--- src/core/rtw_pkg.sv ---
// Package with register map, field positions and timing constants for the clock support block.
package rtw_pkg;
   localparam logic [14:0] ADDR_FLAGS = 15'h7ff0;
   localparam logic [14:0] ADDR_ALARM_DATE = 15'h7ff5;
   localparam logic [14:0] ADDR_ALARM_HOUR = 15'h7ff4;
   localparam logic [14:0] ADDR_ALARM_MIN = 15'h7ff3;
   localparam logic [14:0] ADDR_ALARM_SEC = 15'h7ff2;
   localparam logic [14:0] ADDR_INTR = 15'h7ff6;
   localparam logic [14:0] ADDR_DOG = 15'h7ff7;
   localparam logic [14:0] ADDR_TRIM = 15'h7ff8;
   // Flags register fields.
   localparam int FLG_DOG = 7;
   localparam int FLG_ALARM = 6;
   localparam int FLG_SUPPLY = 5;
   localparam int FLG_OSC = 2;
   localparam int FLG_TEST = 1;
   localparam int FLG_UNLOCK = 0;
   // Trim register fields.
   localparam int TRIM_OSC_OFF = 7;
   localparam int TRIM_SIGN = 5;
   localparam logic [7:0] TRIM_RESET = 8'h00;
   // Watchdog register fields.
   localparam int DOG_STROBE = 7;
   localparam int DOG_LOCK = 6;
   // Interrupt register fields.
   localparam int INT_DOG_EN = 7;
   localparam int INT_ALARM_EN = 6;
   localparam int INT_SUPPLY_EN = 5;
   localparam int INT_HIGH = 3;
   localparam int INT_PULSE = 2;
   localparam logic [7:0] INTR_RESET = 8'h00;
   // Timing of the 32.768 kHz crystal, in hertz, oscillator cycles, seconds and minutes.
   localparam int OSC_HZ = 32768;
   localparam int DOG_TICK_HZ = 32;
   localparam int DOG_TICK_CYC = OSC_HZ / DOG_TICK_HZ;
   localparam int TEST_HZ = 512;
   localparam int TEST_HALF_CYC = OSC_HZ / (2 * TEST_HZ);
   localparam int TRIM_SHORT_CYC = 128;
   localparam int TRIM_LONG_CYC = 256;
   localparam int TRIM_PERIOD_MIN = 64;
   localparam int TRIM_MAX_MIN = 62;
   localparam int SEC_PER_MIN = 60;
   // Times in their own units, derived system clock counts at 40 MHz and one derived oscillator cycle count.
   localparam int SYS_HZ = 40000000;
   localparam int OSC_CHECK_MS = 5;
   localparam int OSC_CHECK_CYC = (SYS_HZ / 1000) * OSC_CHECK_MS;
   localparam int PULSE_MS = 200;
   localparam int PULSE_CYC = (SYS_HZ / 1000) * PULSE_MS;
   localparam int START_MAX_S = 10;
   localparam int START_TYP_S = 5;
   localparam int START_MAX_OSC = OSC_HZ * START_MAX_S;
endpackage : rtw_pkg

--- src/core/rtw_core.sv ---
// Calendar clock support: oscillator control, trim, alarm, watchdog, power fail and interrupt pin.
`timescale 1ns/1ps
module rtw_core
   import rtw_pkg::*;
#(
   parameter int PULSE_CYCLES = PULSE_CYC,
   parameter int CHECK_CYCLES = OSC_CHECK_CYC
) (
   input wire logic sys_clk,
   input wire logic reset,
   input wire logic [14:0] addr,
   input wire logic [7:0] dq_in,
   output logic [7:0] dq_out,
   output logic dq_oe_n,
   input wire logic chip_en_n,
   input wire logic write_en_n,
   input wire logic out_en_n,
   input wire logic osc_clk,
   input wire logic osc_running,
   input wire logic supply_ok,
   input wire logic [7:0] time_sec,
   input wire logic [7:0] time_min,
   input wire logic [7:0] time_hour,
   input wire logic [7:0] time_date,
   output logic osc_run_en,
   output logic base_time_reload,
   output logic int_out,
   output logic int_oe_n
);
   logic e_s, w_s, g_s, osc_s, run_s, sup_s;
   logic e_d, osc_d, sup_d;
   logic [7:0] trim, intr, dog_load;
   logic [6:0] alarm_sec, alarm_min, alarm_hour, alarm_date;
   logic [3:0] alarm_mask;
   logic osc_fail_flag, alarm_match_flag, dog_timeout_flag, supply_loss_flag;
   logic freq_test, unlock, load_lock;
   logic [7:0] dog_cnt;
   logic [22:0] check_cnt;
   logic checking;
   logic [22:0] pulse_cnt;
   logic int_active;
   logic sec_tick, dog_tick, test_wave;
   logic acc_start, wr_acc, rd_acc, rd_flags;
   logic osc_edge, matched, dog_fire, supply_fall, supply_rise;
   logic [22:0] bus_pins, bus_s;
   logic [14:0] addr_s;
   logic [7:0] din_s;

   rtw_sync u_sync_e (.sys_clk(sys_clk), .reset(reset), .d(~chip_en_n), .q(e_s));
   rtw_sync u_sync_w (.sys_clk(sys_clk), .reset(reset), .d(~write_en_n), .q(w_s));
   rtw_sync u_sync_g (.sys_clk(sys_clk), .reset(reset), .d(~out_en_n), .q(g_s));
   rtw_sync u_sync_o (.sys_clk(sys_clk), .reset(reset), .d(osc_clk), .q(osc_s));
   rtw_sync u_sync_r (.sys_clk(sys_clk), .reset(reset), .d(osc_running), .q(run_s));
   rtw_sync u_sync_p (.sys_clk(sys_clk), .reset(reset), .d(supply_ok), .q(sup_s));

   // Address and data pins pass two flip-flops like the strobes, so all of them settle together.
   assign bus_pins = {addr, dq_in};
   for (genvar i = 0; i < 23; i++) begin : g_bus_sync
      rtw_sync u_sync_b (
         .sys_clk(sys_clk),
         .reset(reset),
         .d(bus_pins[i]),
         .q(bus_s[i])
      );
   end
   assign addr_s = bus_s[22:8];
   assign din_s = bus_s[7:0];

   rtw_trim u_trim (
      .sys_clk(sys_clk),
      .reset(reset),
      .osc_edge(osc_edge),
      .trim(trim),
      .sec_tick(sec_tick),
      .dog_tick(dog_tick),
      .test_wave(test_wave)
   );

   // Edge history of the synchronised enable, oscillator and supply levels.
   always_ff @(posedge sys_clk or posedge reset) begin
      if (reset) begin
         e_d <= 1'b0;
         osc_d <= 1'b0;
         sup_d <= 1'b0;
      end else begin
         e_d <= e_s;
         osc_d <= osc_s;
         sup_d <= sup_s;
      end
   end

   // A stopped oscillator produces no edges, so the watchdog freezes with it.
   assign osc_edge = osc_s && !osc_d && !trim[TRIM_OSC_OFF] && run_s;
   assign supply_fall = sup_d && !sup_s;
   assign supply_rise = !sup_d && sup_s;
   assign acc_start = e_s && !e_d && sup_s;
   assign wr_acc = acc_start && w_s;
   assign rd_acc = acc_start && !w_s;
   assign rd_flags = rd_acc && addr_s == ADDR_FLAGS;

   // Writes to host registers; trim and interrupt setup survive because only reset clears them.
   always_ff @(posedge sys_clk or posedge reset) begin
      if (reset) begin
         trim <= TRIM_RESET;
         intr <= INTR_RESET;
         dog_load <= 8'h00;
         load_lock <= 1'b1;
         alarm_sec <= 7'h00;
         alarm_min <= 7'h00;
         alarm_hour <= 7'h00;
         alarm_date <= 7'h00;
         alarm_mask <= 4'h0;
         freq_test <= 1'b0;
         unlock <= 1'b0;
      end else if (wr_acc) begin
         unique case (addr_s)
            ADDR_TRIM: trim <= {din_s[7], 1'b0, din_s[5:0]};
            ADDR_INTR: intr <= {din_s[7:5], 1'b0, din_s[3:2], 2'b00};
            ADDR_DOG: begin
               load_lock <= din_s[DOG_LOCK];
               if (!load_lock && !din_s[DOG_LOCK]) begin
                  dog_load <= {2'b00, din_s[5:0]};
               end
            end
            ADDR_FLAGS: begin
               unlock <= din_s[FLG_UNLOCK];
               if (unlock) begin
                  freq_test <= din_s[FLG_TEST];
               end
            end
            // Seconds and minutes keep a three-bit tens digit, so an alarm at 45 never fires at 05.
            ADDR_ALARM_SEC: if (unlock) {alarm_mask[0], alarm_sec} <= {din_s[7], din_s[6:0]};
            ADDR_ALARM_MIN: if (unlock) {alarm_mask[1], alarm_min} <= {din_s[7], din_s[6:0]};
            ADDR_ALARM_HOUR: if (unlock) {alarm_mask[2], alarm_hour} <= {din_s[7], 1'b0, din_s[5:0]};
            ADDR_ALARM_DATE: if (unlock) {alarm_mask[3], alarm_date} <= {din_s[7], 1'b0, din_s[5:0]};
            default: ;
         endcase
      end
   end

   assign osc_run_en = !trim[TRIM_OSC_OFF];

   // A masked field takes no part; bit 7 of every time input is always zero.
   function automatic logic field_hit(input logic mask, input logic [6:0] alarm, input logic [7:0] now);
      return mask || alarm == now[6:0];
   endfunction : field_hit

   // Every match is gated by the second tick, so even a masked seconds field fires at most once per second.
   assign matched = sec_tick &&
      field_hit(alarm_mask[0], alarm_sec, time_sec) &&
      field_hit(alarm_mask[1], alarm_min, time_min) &&
      field_hit(alarm_mask[2], alarm_hour, time_hour) &&
      field_hit(alarm_mask[3], alarm_date, time_date);

   // Watchdog down-counter.
   always_ff @(posedge sys_clk or posedge reset) begin
      if (reset) begin
         dog_cnt <= 8'h00;
      end else if (wr_acc && addr_s == ADDR_DOG && din_s[DOG_STROBE]) begin
         dog_cnt <= dog_load;
      end else if (dog_tick && dog_cnt != 8'h00) begin
         dog_cnt <= dog_cnt - 8'h01;
      end
   end
   assign dog_fire = dog_tick && dog_cnt == 8'h01 && dog_load != 8'h00;

   // Oscillator start check after supply returns.
   always_ff @(posedge sys_clk or posedge reset) begin
      if (reset) begin
         checking <= 1'b0;
         check_cnt <= 23'h000000;
      end else if (supply_rise && !trim[TRIM_OSC_OFF]) begin
         checking <= 1'b1;
         check_cnt <= 23'h000000;
      end else if (checking) begin
         check_cnt <= check_cnt + 23'h000001;
         if (run_s || check_cnt == 23'(CHECK_CYCLES - 1)) begin
            checking <= 1'b0;
         end
      end
   end

   // Event flags: a new event wins over a clearing read or write in the same cycle.
   always_ff @(posedge sys_clk or posedge reset) begin
      if (reset) begin
         osc_fail_flag <= 1'b0;
         alarm_match_flag <= 1'b0;
         dog_timeout_flag <= 1'b0;
         supply_loss_flag <= 1'b0;
         base_time_reload <= 1'b0;
      end else begin
         base_time_reload <= 1'b0;
         if (checking && !run_s && check_cnt == 23'(CHECK_CYCLES - 1)) begin
            osc_fail_flag <= 1'b1;
            base_time_reload <= 1'b1;
         end else if (wr_acc && addr_s == ADDR_FLAGS && unlock && !din_s[FLG_OSC]) begin
            osc_fail_flag <= 1'b0;
         end
         if (matched) begin
            alarm_match_flag <= 1'b1;
         end else if (rd_flags) begin
            alarm_match_flag <= 1'b0;
         end
         if (dog_fire) begin
            dog_timeout_flag <= 1'b1;
         end else if (rd_flags) begin
            dog_timeout_flag <= 1'b0;
         end
         if (supply_fall) begin
            supply_loss_flag <= 1'b1;
         end else if (rd_flags) begin
            supply_loss_flag <= 1'b0;
         end
      end
   end

   // Interrupt drive state.
   always_ff @(posedge sys_clk or posedge reset) begin
      if (reset) begin
         int_active <= 1'b0;
         pulse_cnt <= 23'h000000;
      end else if ((matched && intr[INT_ALARM_EN]) || (dog_fire && intr[INT_DOG_EN]) ||
            (supply_fall && intr[INT_SUPPLY_EN])) begin
         int_active <= 1'b1;
         pulse_cnt <= 23'h000000;
      end else if (rd_flags) begin
         int_active <= 1'b0;
      end else if (int_active && intr[INT_PULSE]) begin
         pulse_cnt <= pulse_cnt + 23'h000001;
         if (pulse_cnt == 23'(PULSE_CYCLES - 1)) begin
            int_active <= 1'b0;
         end
      end
   end

   // Pin drive; open-drain mode only pulls low, and the test wave overrides events.
   always_ff @(posedge sys_clk or posedge reset) begin
      if (reset) begin
         int_out <= 1'b0;
         int_oe_n <= 1'b1;
      end else if (freq_test) begin
         int_out <= intr[INT_HIGH] ? test_wave : 1'b0;
         int_oe_n <= intr[INT_HIGH] ? 1'b0 : test_wave;
      end else if (intr[INT_HIGH]) begin
         int_out <= int_active && sup_s;
         int_oe_n <= !sup_s;
      end else begin
         int_out <= 1'b0;
         int_oe_n <= !int_active;
      end
   end

   // Read data path.
   always_ff @(posedge sys_clk or posedge reset) begin
      if (reset) begin
         dq_out <= 8'h00;
         dq_oe_n <= 1'b1;
      end else begin
         dq_oe_n <= !(e_s && g_s && !w_s && sup_s);
         if (rd_acc) begin
            unique case (addr_s)
               ADDR_FLAGS: dq_out <= {dog_timeout_flag, alarm_match_flag, supply_loss_flag, 2'b00,
                  osc_fail_flag, freq_test, unlock};
               ADDR_TRIM: dq_out <= trim;
               ADDR_INTR: dq_out <= intr;
               ADDR_DOG: dq_out <= {1'b0, load_lock, dog_load[5:0]};
               ADDR_ALARM_SEC: dq_out <= {alarm_mask[0], alarm_sec};
               ADDR_ALARM_MIN: dq_out <= {alarm_mask[1], alarm_min};
               ADDR_ALARM_HOUR: dq_out <= {alarm_mask[2], alarm_hour};
               ADDR_ALARM_DATE: dq_out <= {alarm_mask[3], alarm_date};
               default: dq_out <= 8'h00;
            endcase
         end
      end
   end
endmodule : rtw_core

--- src/core/rtw_sync.sv ---
// Two flip-flop synchroniser for a level from outside the clock domain.
`timescale 1ns/1ps
module rtw_sync
   import rtw_pkg::*;
(
   input wire logic sys_clk,
   input wire logic reset,
   input wire logic d,
   output logic q
);
   logic meta;

   always_ff @(posedge sys_clk or posedge reset) begin
      if (reset) begin
         meta <= 1'b0;
         q <= 1'b0;
      end else begin
         meta <= d;
         q <= meta;
      end
   end
endmodule : rtw_sync

--- src/core/rtw_trim.sv ---
// Oscillator divider with rate trim, watchdog tick and frequency test toggle.
`timescale 1ns/1ps
module rtw_trim
   import rtw_pkg::*;
(
   input wire logic sys_clk,
   input wire logic reset,
   input wire logic osc_edge,
   input wire logic [7:0] trim,
   output logic sec_tick,
   output logic dog_tick,
   output logic test_wave
);
   logic [15:0] sec_cnt;
   logic [5:0] sec_in_min;
   logic [5:0] min_in_period;
   logic [9:0] dog_cnt;
   logic [4:0] test_cnt;
   logic adjust;
   logic [16:0] sec_len;

   // Adjust the first second of each of the first 2N minutes, never past minute 62.
   always_comb begin
      adjust = (sec_in_min == 6'h00) && (trim[4:0] != 5'h00) &&
         ({1'b0, min_in_period} < {1'b0, trim[4:0], 1'b0}) &&
         (min_in_period < 6'(TRIM_MAX_MIN));
      if (!adjust) begin
         sec_len = 17'(OSC_HZ);
      end else if (trim[TRIM_SIGN]) begin
         sec_len = 17'(OSC_HZ - TRIM_SHORT_CYC);
      end else begin
         sec_len = 17'(OSC_HZ + TRIM_LONG_CYC);
      end
   end

   always_ff @(posedge sys_clk or posedge reset) begin
      if (reset) begin
         sec_cnt <= 16'h0000;
         sec_in_min <= 6'h00;
         min_in_period <= 6'h00;
         sec_tick <= 1'b0;
      end else begin
         sec_tick <= 1'b0;
         if (osc_edge) begin
            if ({1'b0, sec_cnt} + 17'h00001 >= sec_len) begin
               sec_cnt <= 16'h0000;
               sec_tick <= 1'b1;
               if (sec_in_min == 6'(SEC_PER_MIN - 1)) begin
                  sec_in_min <= 6'h00;
                  min_in_period <= (min_in_period == 6'(TRIM_PERIOD_MIN - 1)) ? 6'h00 : min_in_period + 6'h01;
               end else begin
                  sec_in_min <= sec_in_min + 6'h01;
               end
            end else begin
               sec_cnt <= sec_cnt + 16'h0001;
            end
         end
      end
   end

   // The watchdog and test divider stay untrimmed, so calibration never shifts them.
   always_ff @(posedge sys_clk or posedge reset) begin
      if (reset) begin
         dog_cnt <= 10'h000;
         dog_tick <= 1'b0;
         test_cnt <= 5'h00;
         test_wave <= 1'b0;
      end else begin
         dog_tick <= 1'b0;
         if (osc_edge) begin
            dog_cnt <= (dog_cnt == 10'(DOG_TICK_CYC - 1)) ? 10'h000 : dog_cnt + 10'h001;
            dog_tick <= (dog_cnt == 10'(DOG_TICK_CYC - 1));
            test_cnt <= (test_cnt == 5'(TEST_HALF_CYC - 1)) ? 5'h00 : test_cnt + 5'h01;
            if (test_cnt == 5'(TEST_HALF_CYC - 1)) begin
               test_wave <= ~test_wave;
            end
         end
      end
   end
endmodule : rtw_trim

--- config.mk ---
export PLATFORM = sky130hd
export DESIGN_NAME = rtw_core
export DESIGN_NICKNAME = d
export VERILOG_FILES = /design/src/core/rtw_pkg.sv /design/src/core/rtw_core.sv /design/src/core/rtw_sync.sv /design/src/core/rtw_trim.sv
export SDC_FILE = /design/constraint.sdc
export NUM_CORES = 1
export LEC_CHECK = 0
export BUFFER_PORTS_ARGS = -buffer_cell sky130_fd_sc_hd__buf_4
export CELL_PAD_IN_SITES_DETAIL_PLACEMENT = 1
export CELL_PAD_IN_SITES_GLOBAL_PLACEMENT = 2
export CORE_MARGIN = 5
export CORE_UTILIZATION = 40
export DETAILED_ROUTE_END_ITERATION = 10
export GPL_TIMING_DRIVEN = 1
export HOLD_SLACK_MARGIN = 0.12
export PLACE_DENSITY = 0.83
export SLEW_MARGIN = 40
export SYNTH_ARGS = -nofsm -noshare
export SYNTH_HDL_FRONTEND = slang
export SYNTH_HIERARCHICAL = 1
export SYNTH_SLANG_ARGS = --single-unit
--- constraint.sdc ---
create_clock -name sys_clk -period 4.2 [get_ports sys_clk]
set_clock_uncertainty 0.1 [all_clocks]
set_input_delay 0.42 -clock sys_clk [delete_from_list [all_inputs] [get_ports sys_clk]]
set_output_delay 0.42 -clock sys_clk [all_outputs]
set_load 0.05 [all_outputs]
# Word-level counts from Yosys, hierarchy flattened
# Index checks and enable logic that the tools add are counted.
dict set report word_totals {
  reg_bits 230
  in_bits 63
  ramBits 0
  memories 0
  mem_bits_ro 0
  latch_bits 0
  wordCells 255
}
dict set report op_classes {
  reduce_logical 84
  muxes 38
  eq_ne 20
  n_addsub 9
  shift 0
  div_mod_pow 0
  mul 0
  order_cmp 3
  bitwise 4
}
# op count
set ops {}
lappend ops {{$eq A15 B15 Y1 const B} 8}
lappend ops {{$mux W23} 5}
lappend ops {{$pmux W8 S8} 1}
lappend ops {{$add A23 B1 Y23 const B} 2}
lappend ops {{$logic_and A1 B1 Y1} 37}
lappend ops {{$mux W16} 2}
lappend ops {{$eq A23 B18 Y1 const B} 1}
lappend ops {{$eq A23 B23 Y1 const B} 1}
lappend ops {{$mux W1} 23}
lappend ops {{$reduce_and A3 Y1} 7}
lappend ops {{$add A16 B1 Y17 const B} 1}
lappend ops {{$ge A17 B17 Y1} 1}
lappend ops {{$mux W17} 1}
lappend ops {{$add A16 B1 Y16 const B} 1}
lappend ops {{$mux W8} 2}
lappend ops {{$reduce_and A2 Y1} 8}
lappend ops {{$reduce_bool A8 Y1} 2}
lappend ops {{$eq A6 B7 Y1} 2}
lappend ops {{$eq A7 B7 Y1} 2}
lappend ops {{$reduce_bool A2 Y1} 7}
lappend ops {{$add A6 B1 Y6 const B} 2}
lappend ops {{$eq A6 B6 Y1 const B} 2}
lappend ops {{$logic_not A1 Y1} 12}
lappend ops {{$mux W6} 2}
lappend ops {{other kinds (16)} 26}

# Logic depth before layout (Yosys ltp)
dict set report depth {
  depth_word 11
  depth_mapped 16
  ltp_nobuf 14
}

# Hierarchy
# The synthesis kept the hierarchy.
# module cells_each area_each_um2 seq_area_each_um2 instances
set by_module_without_submodules {}
lappend by_module_without_submodules {rtw_core 612 6481.2 3156.8 1}
lappend by_module_without_submodules {rtw_trim 314 2894.0 1151.1 1}
lappend by_module_without_submodules {rtw_sync 3 53.8 50.0 29}

# Worst setup path after synthesis
# Ideal clock, no wire load.
dict set report synth_path {
  path_kind {register -> register}
  startpoint {register u_trim.min_in_period[5]}
  endpoint {register u_trim.sec_in_min[2]}
  path_buffers 1
  arrival_time_ps 3339
  t_required_ps 3975
  setup_slack_ps 636
  setup_time_ps 125
  stages_incl_launch_ff 15
  cell_sequence {dfrtp_1 ha_1 nor4_1 nand4b_1 nor4b_4 nand2_1 ha_1 o21ai_0 a221o_1 o31a_1 a22o_1 a211o_1 buf_6 a21oi_1 mux2_2}
}
dict set report synth_via {
  elab_chain_cells 6
  elab_cells_between_ends 7
  cone_classes {order compare (3); mux (1); reduce/logical (3)}
}
# element line
set synth_lines {}
lappend synth_lines {{start, declared} rtw_trim.sv:16} ;# logic [5:0] min_in_period;
lappend synth_lines {{start signal, assigned} rtw_trim.sv:50} ;# min_in_period <= (min_in_period == 6'(TRIM_PERIOD_MIN - 1)) ? 6'h00 : min_in_period + 6'h01;
lappend synth_lines {{$lt A6 B6 Y1} rtw_trim.sv:25} ;# ({1'b0, min_in_period} < {1'b0, trim[4:0], 1'b0}) &&
lappend synth_lines {{$logic_and A1 B1 Y1} rtw_trim.sv:24} ;# adjust = (sec_in_min == 6'h00) && (trim[4:0] != 5'h00) &&
lappend synth_lines {{$logic_and A1 B1 Y1 *} rtw_trim.sv:25}
lappend synth_lines {{$mux W17 *} rtw_trim.sv:27} ;# if (!adjust) begin
lappend synth_lines {{$ge A17 B17 Y1 *} rtw_trim.sv:45} ;# if ({1'b0, sec_cnt} + 17'h00001 >= sec_len) begin
lappend synth_lines {{$reduce_and A2 Y1 (no source line) *} n/a}
lappend synth_lines {{end signal, assigned} rtw_trim.sv:52} ;# sec_in_min <= sec_in_min + 6'h01;
lappend synth_lines {{end, declared} rtw_trim.sv:15} ;# logic [5:0] sec_in_min;
# Every way passes the cells marked *; elsewhere a longest branch is shown, timed or not.
# A chain may end at the register's enable or synchronous reset.

# Final worst setup path
dict set report layout_path {
  startpoint {register u_trim.min_in_period[5]}
  endpoint {register u_trim.min_in_period[5]}
}
dict set report layout_via {
  elab_chain_cells 6
  elab_cells_between_ends 10
  cone_classes {add/sub (1); order compare (3); eq/ne (1); mux (2); reduce/logical (3)}
}
# element line
set layout_lines {}
lappend layout_lines {{$lt A6 B6 Y1} rtw_trim.sv:25}
lappend layout_lines {{$logic_and A1 B1 Y1} rtw_trim.sv:24}
lappend layout_lines {{$logic_and A1 B1 Y1} rtw_trim.sv:25}
lappend layout_lines {{$mux W17} rtw_trim.sv:27}
lappend layout_lines {{$ge A17 B17 Y1} rtw_trim.sv:45}
lappend layout_lines {{$reduce_and A3 Y1 (no source line)} n/a}
# Several ways; a longest one is shown, not always the timed one.

==> reports/metrics.cfg <==
[placement]
dpl.hpwl_um=20100
port_buffers=71
place_area_um2=11900
gp_congestion=0.841

[setup_path]
path_class=register to register
reg2reg_to=u_trim/min_in_period[5]$_DFFE_PP0P_
cp.arrival_ns=4.29
reg2reg_from=u_trim/min_in_period[5]$_DFFE_PP0P_
reg2reg_slack_ns=0.22
critical_path_required_ns=4.51
crit_end=u_trim/min_in_period[5]$_DFFE_PP0P_
r2r_cells=14
crit_fanout=7
critPathCaptureType=register
start_kind=register
cp-startpoint=u_trim/min_in_period[5]$_DFFE_PP0P_

[cells_and_area]
finish.net_count=1210
diodes=0
area_growth_pct=20.2
layout.area.seq_um2=5760
final_common_cell=dfrtp_1
fillers=2887
fin_area_um2=13100
layout-drive-gt1-share_pct=19.9
final_cell_mix=227 x dfrtp_1, 89 x nor2_1, 84 x buf_4
multi_input_area_um2=4810

[sta]
period_needed_ns=3.98
slew_headroom_pct=51.2
finalSetupViolCount=0
min_period_over_period_pct=94.8
fmax_mhz=251
worst_pin_slew_ns=0.726
final_hold_viol_count=0
drv_slew=0

[drt]
postRouteAntennaNets=0
viasPerCell=5.45
drt-pass1-iter-count=4
routedWlPerCell_um=19.3
remaining_drc_errors=0
num_vias=8096
drtIter0Drc=360
wirelength_um=28700

[clocking]
cts_buffers=26
clk_latency_ns=0.53
cts_tree=yes
cts.path.max_buffers=3
cts_sinks=230
clk_pin_slew_ns=0.06
htree_levels=1
root_buffer=clkbuf_16

[power_and_ir_drop]
power_density_nw_per_um2=392
worst_ir_drop_vdd_mv=0.263
p_leak_nw=6.02
finalPower_mw=5.15

[die]
core-area_um2=27000
io_pins=76
initial_core_util_pct=40.6
die_x_um=175
die-area_um2=30700
rows=60
fp.dieH_um=175

[synthesis]
syn_inst=1012
ys_warn_count=6
avgSynthCellArea_um2=10.8
syn-cell-area_um2=10900
synth_nets=1098

[worst_hold_path]
hold_class=register to register

[grt]
track_usage_pct=18.9
antenna_found_initial=0
first_global_vias=8675
grt_max_degree=64
overflow=0
grt_pass1_wl_um=47500

[flow_run]
maxCapViolations=0

[run_status]
status=finished clean

## stage by stage
stage	instances	util [%]	hold WS (ns)	setup WS, ns	setup TNS [ns]
2_1_floorplan	1012	-	0.0612	0.329	0
3_3_place_gp	1405	44.0	0.231	0.176	0
3_5_place_dp	1406	44.1	0.236	0.113	0
4_1_cts	1484	48.6	0.246	0.0972	0
5_1_grt	1485	48.8	0.252	-0.0151	-0.0151
6_report	1485	48.8	0.246	0.220	0
## layer usage
metal	part of all wire, %	vias to the layer above	GRT usage, %	wire length, µm
met5	0	-	0	0
met3	3.6	38	2.71	1040
met1	45	4130	25.6	13000
met2	49	129	32.2	14000
met4	2.1	0	4.71	612
li1	-	3799	-	-
## how the worst min path moves through the flow
stage                                           startpoint                                     to  slack (ns)  depth (start not counted)
floorplan                                            reset  g_bus_sync[0].u_sync_b/meta$_DFF_PP0_        0.06                          1
global placement     g_bus_sync[4].u_sync_b/meta$_DFF_PP0_     g_bus_sync[4].u_sync_b/q$_DFF_PP0_        0.23                          0
detailed placement  g_bus_sync[15].u_sync_b/meta$_DFF_PP0_    g_bus_sync[15].u_sync_b/q$_DFF_PP0_        0.24                          0
CTS                 g_bus_sync[15].u_sync_b/meta$_DFF_PP0_    g_bus_sync[15].u_sync_b/q$_DFF_PP0_        0.25                          0
global route        g_bus_sync[19].u_sync_b/meta$_DFF_PP0_    g_bus_sync[19].u_sync_b/q$_DFF_PP0_        0.25                          0
finish              g_bus_sync[15].u_sync_b/meta$_DFF_PP0_    g_bus_sync[15].u_sync_b/q$_DFF_PP0_        0.25                          0
## where the power goes
group / leakage (nW) / switching, mW / internal [mW]
clock network: 0.457 / 0.930 / 1.46
logic: 2.56 / 0.185 / 0.158
registers: 3.00 / 0.106 / 2.31
total: 6.02 / 1.22 / 3.93
## flip-flops by register name, summed over array words and instances, names as in the netlist, 8 cells and up
register / cells
check_cnt: 23
pulse_cnt: 23
u_trim/sec_cnt: 16
dog_cnt: 8
u_trim/dog_cnt: 10
dq_out: 8
g_bus_sync.u_sync_b/meta: 23
g_bus_sync.u_sync_b/q: 23
## cell type report
class	instances	share of cell area, %
Inverter	67	1.97
Tap cell	341	3.25
Clock inverter	12	1.16
Clock buffer	36	5.85
Sequential cell	230	43.8
Timing Repair Buffer	116	7.35
Multi-Input combinational cell	683	36.6
## worst max-delay path: stages, from the launching register on
cell and delay (ns):
dfrtp_1 0.45, ha_1 0.22, nor4_1 0.18, nand4b_1 0.21, nor4b_4 0.43, nand2_2 0.14, ha_1 0.29, o21ai_0 0.13
a221o_1 0.35, o31a_1 0.10, a22o_1 0.19, a211o_2 0.38, buf_4 0.20, and2_1 0.20, a211o_1 0.30
## timing repair
item,4_1_cts,5_1_grt
resized for setup,0,6
hold buffers,30,0
buffers inserted,0,1
hold endpoints to repair,133,0
endpoints found under the setup margin,0,20
No activity file was read; power rests on OpenSTA's default activity.
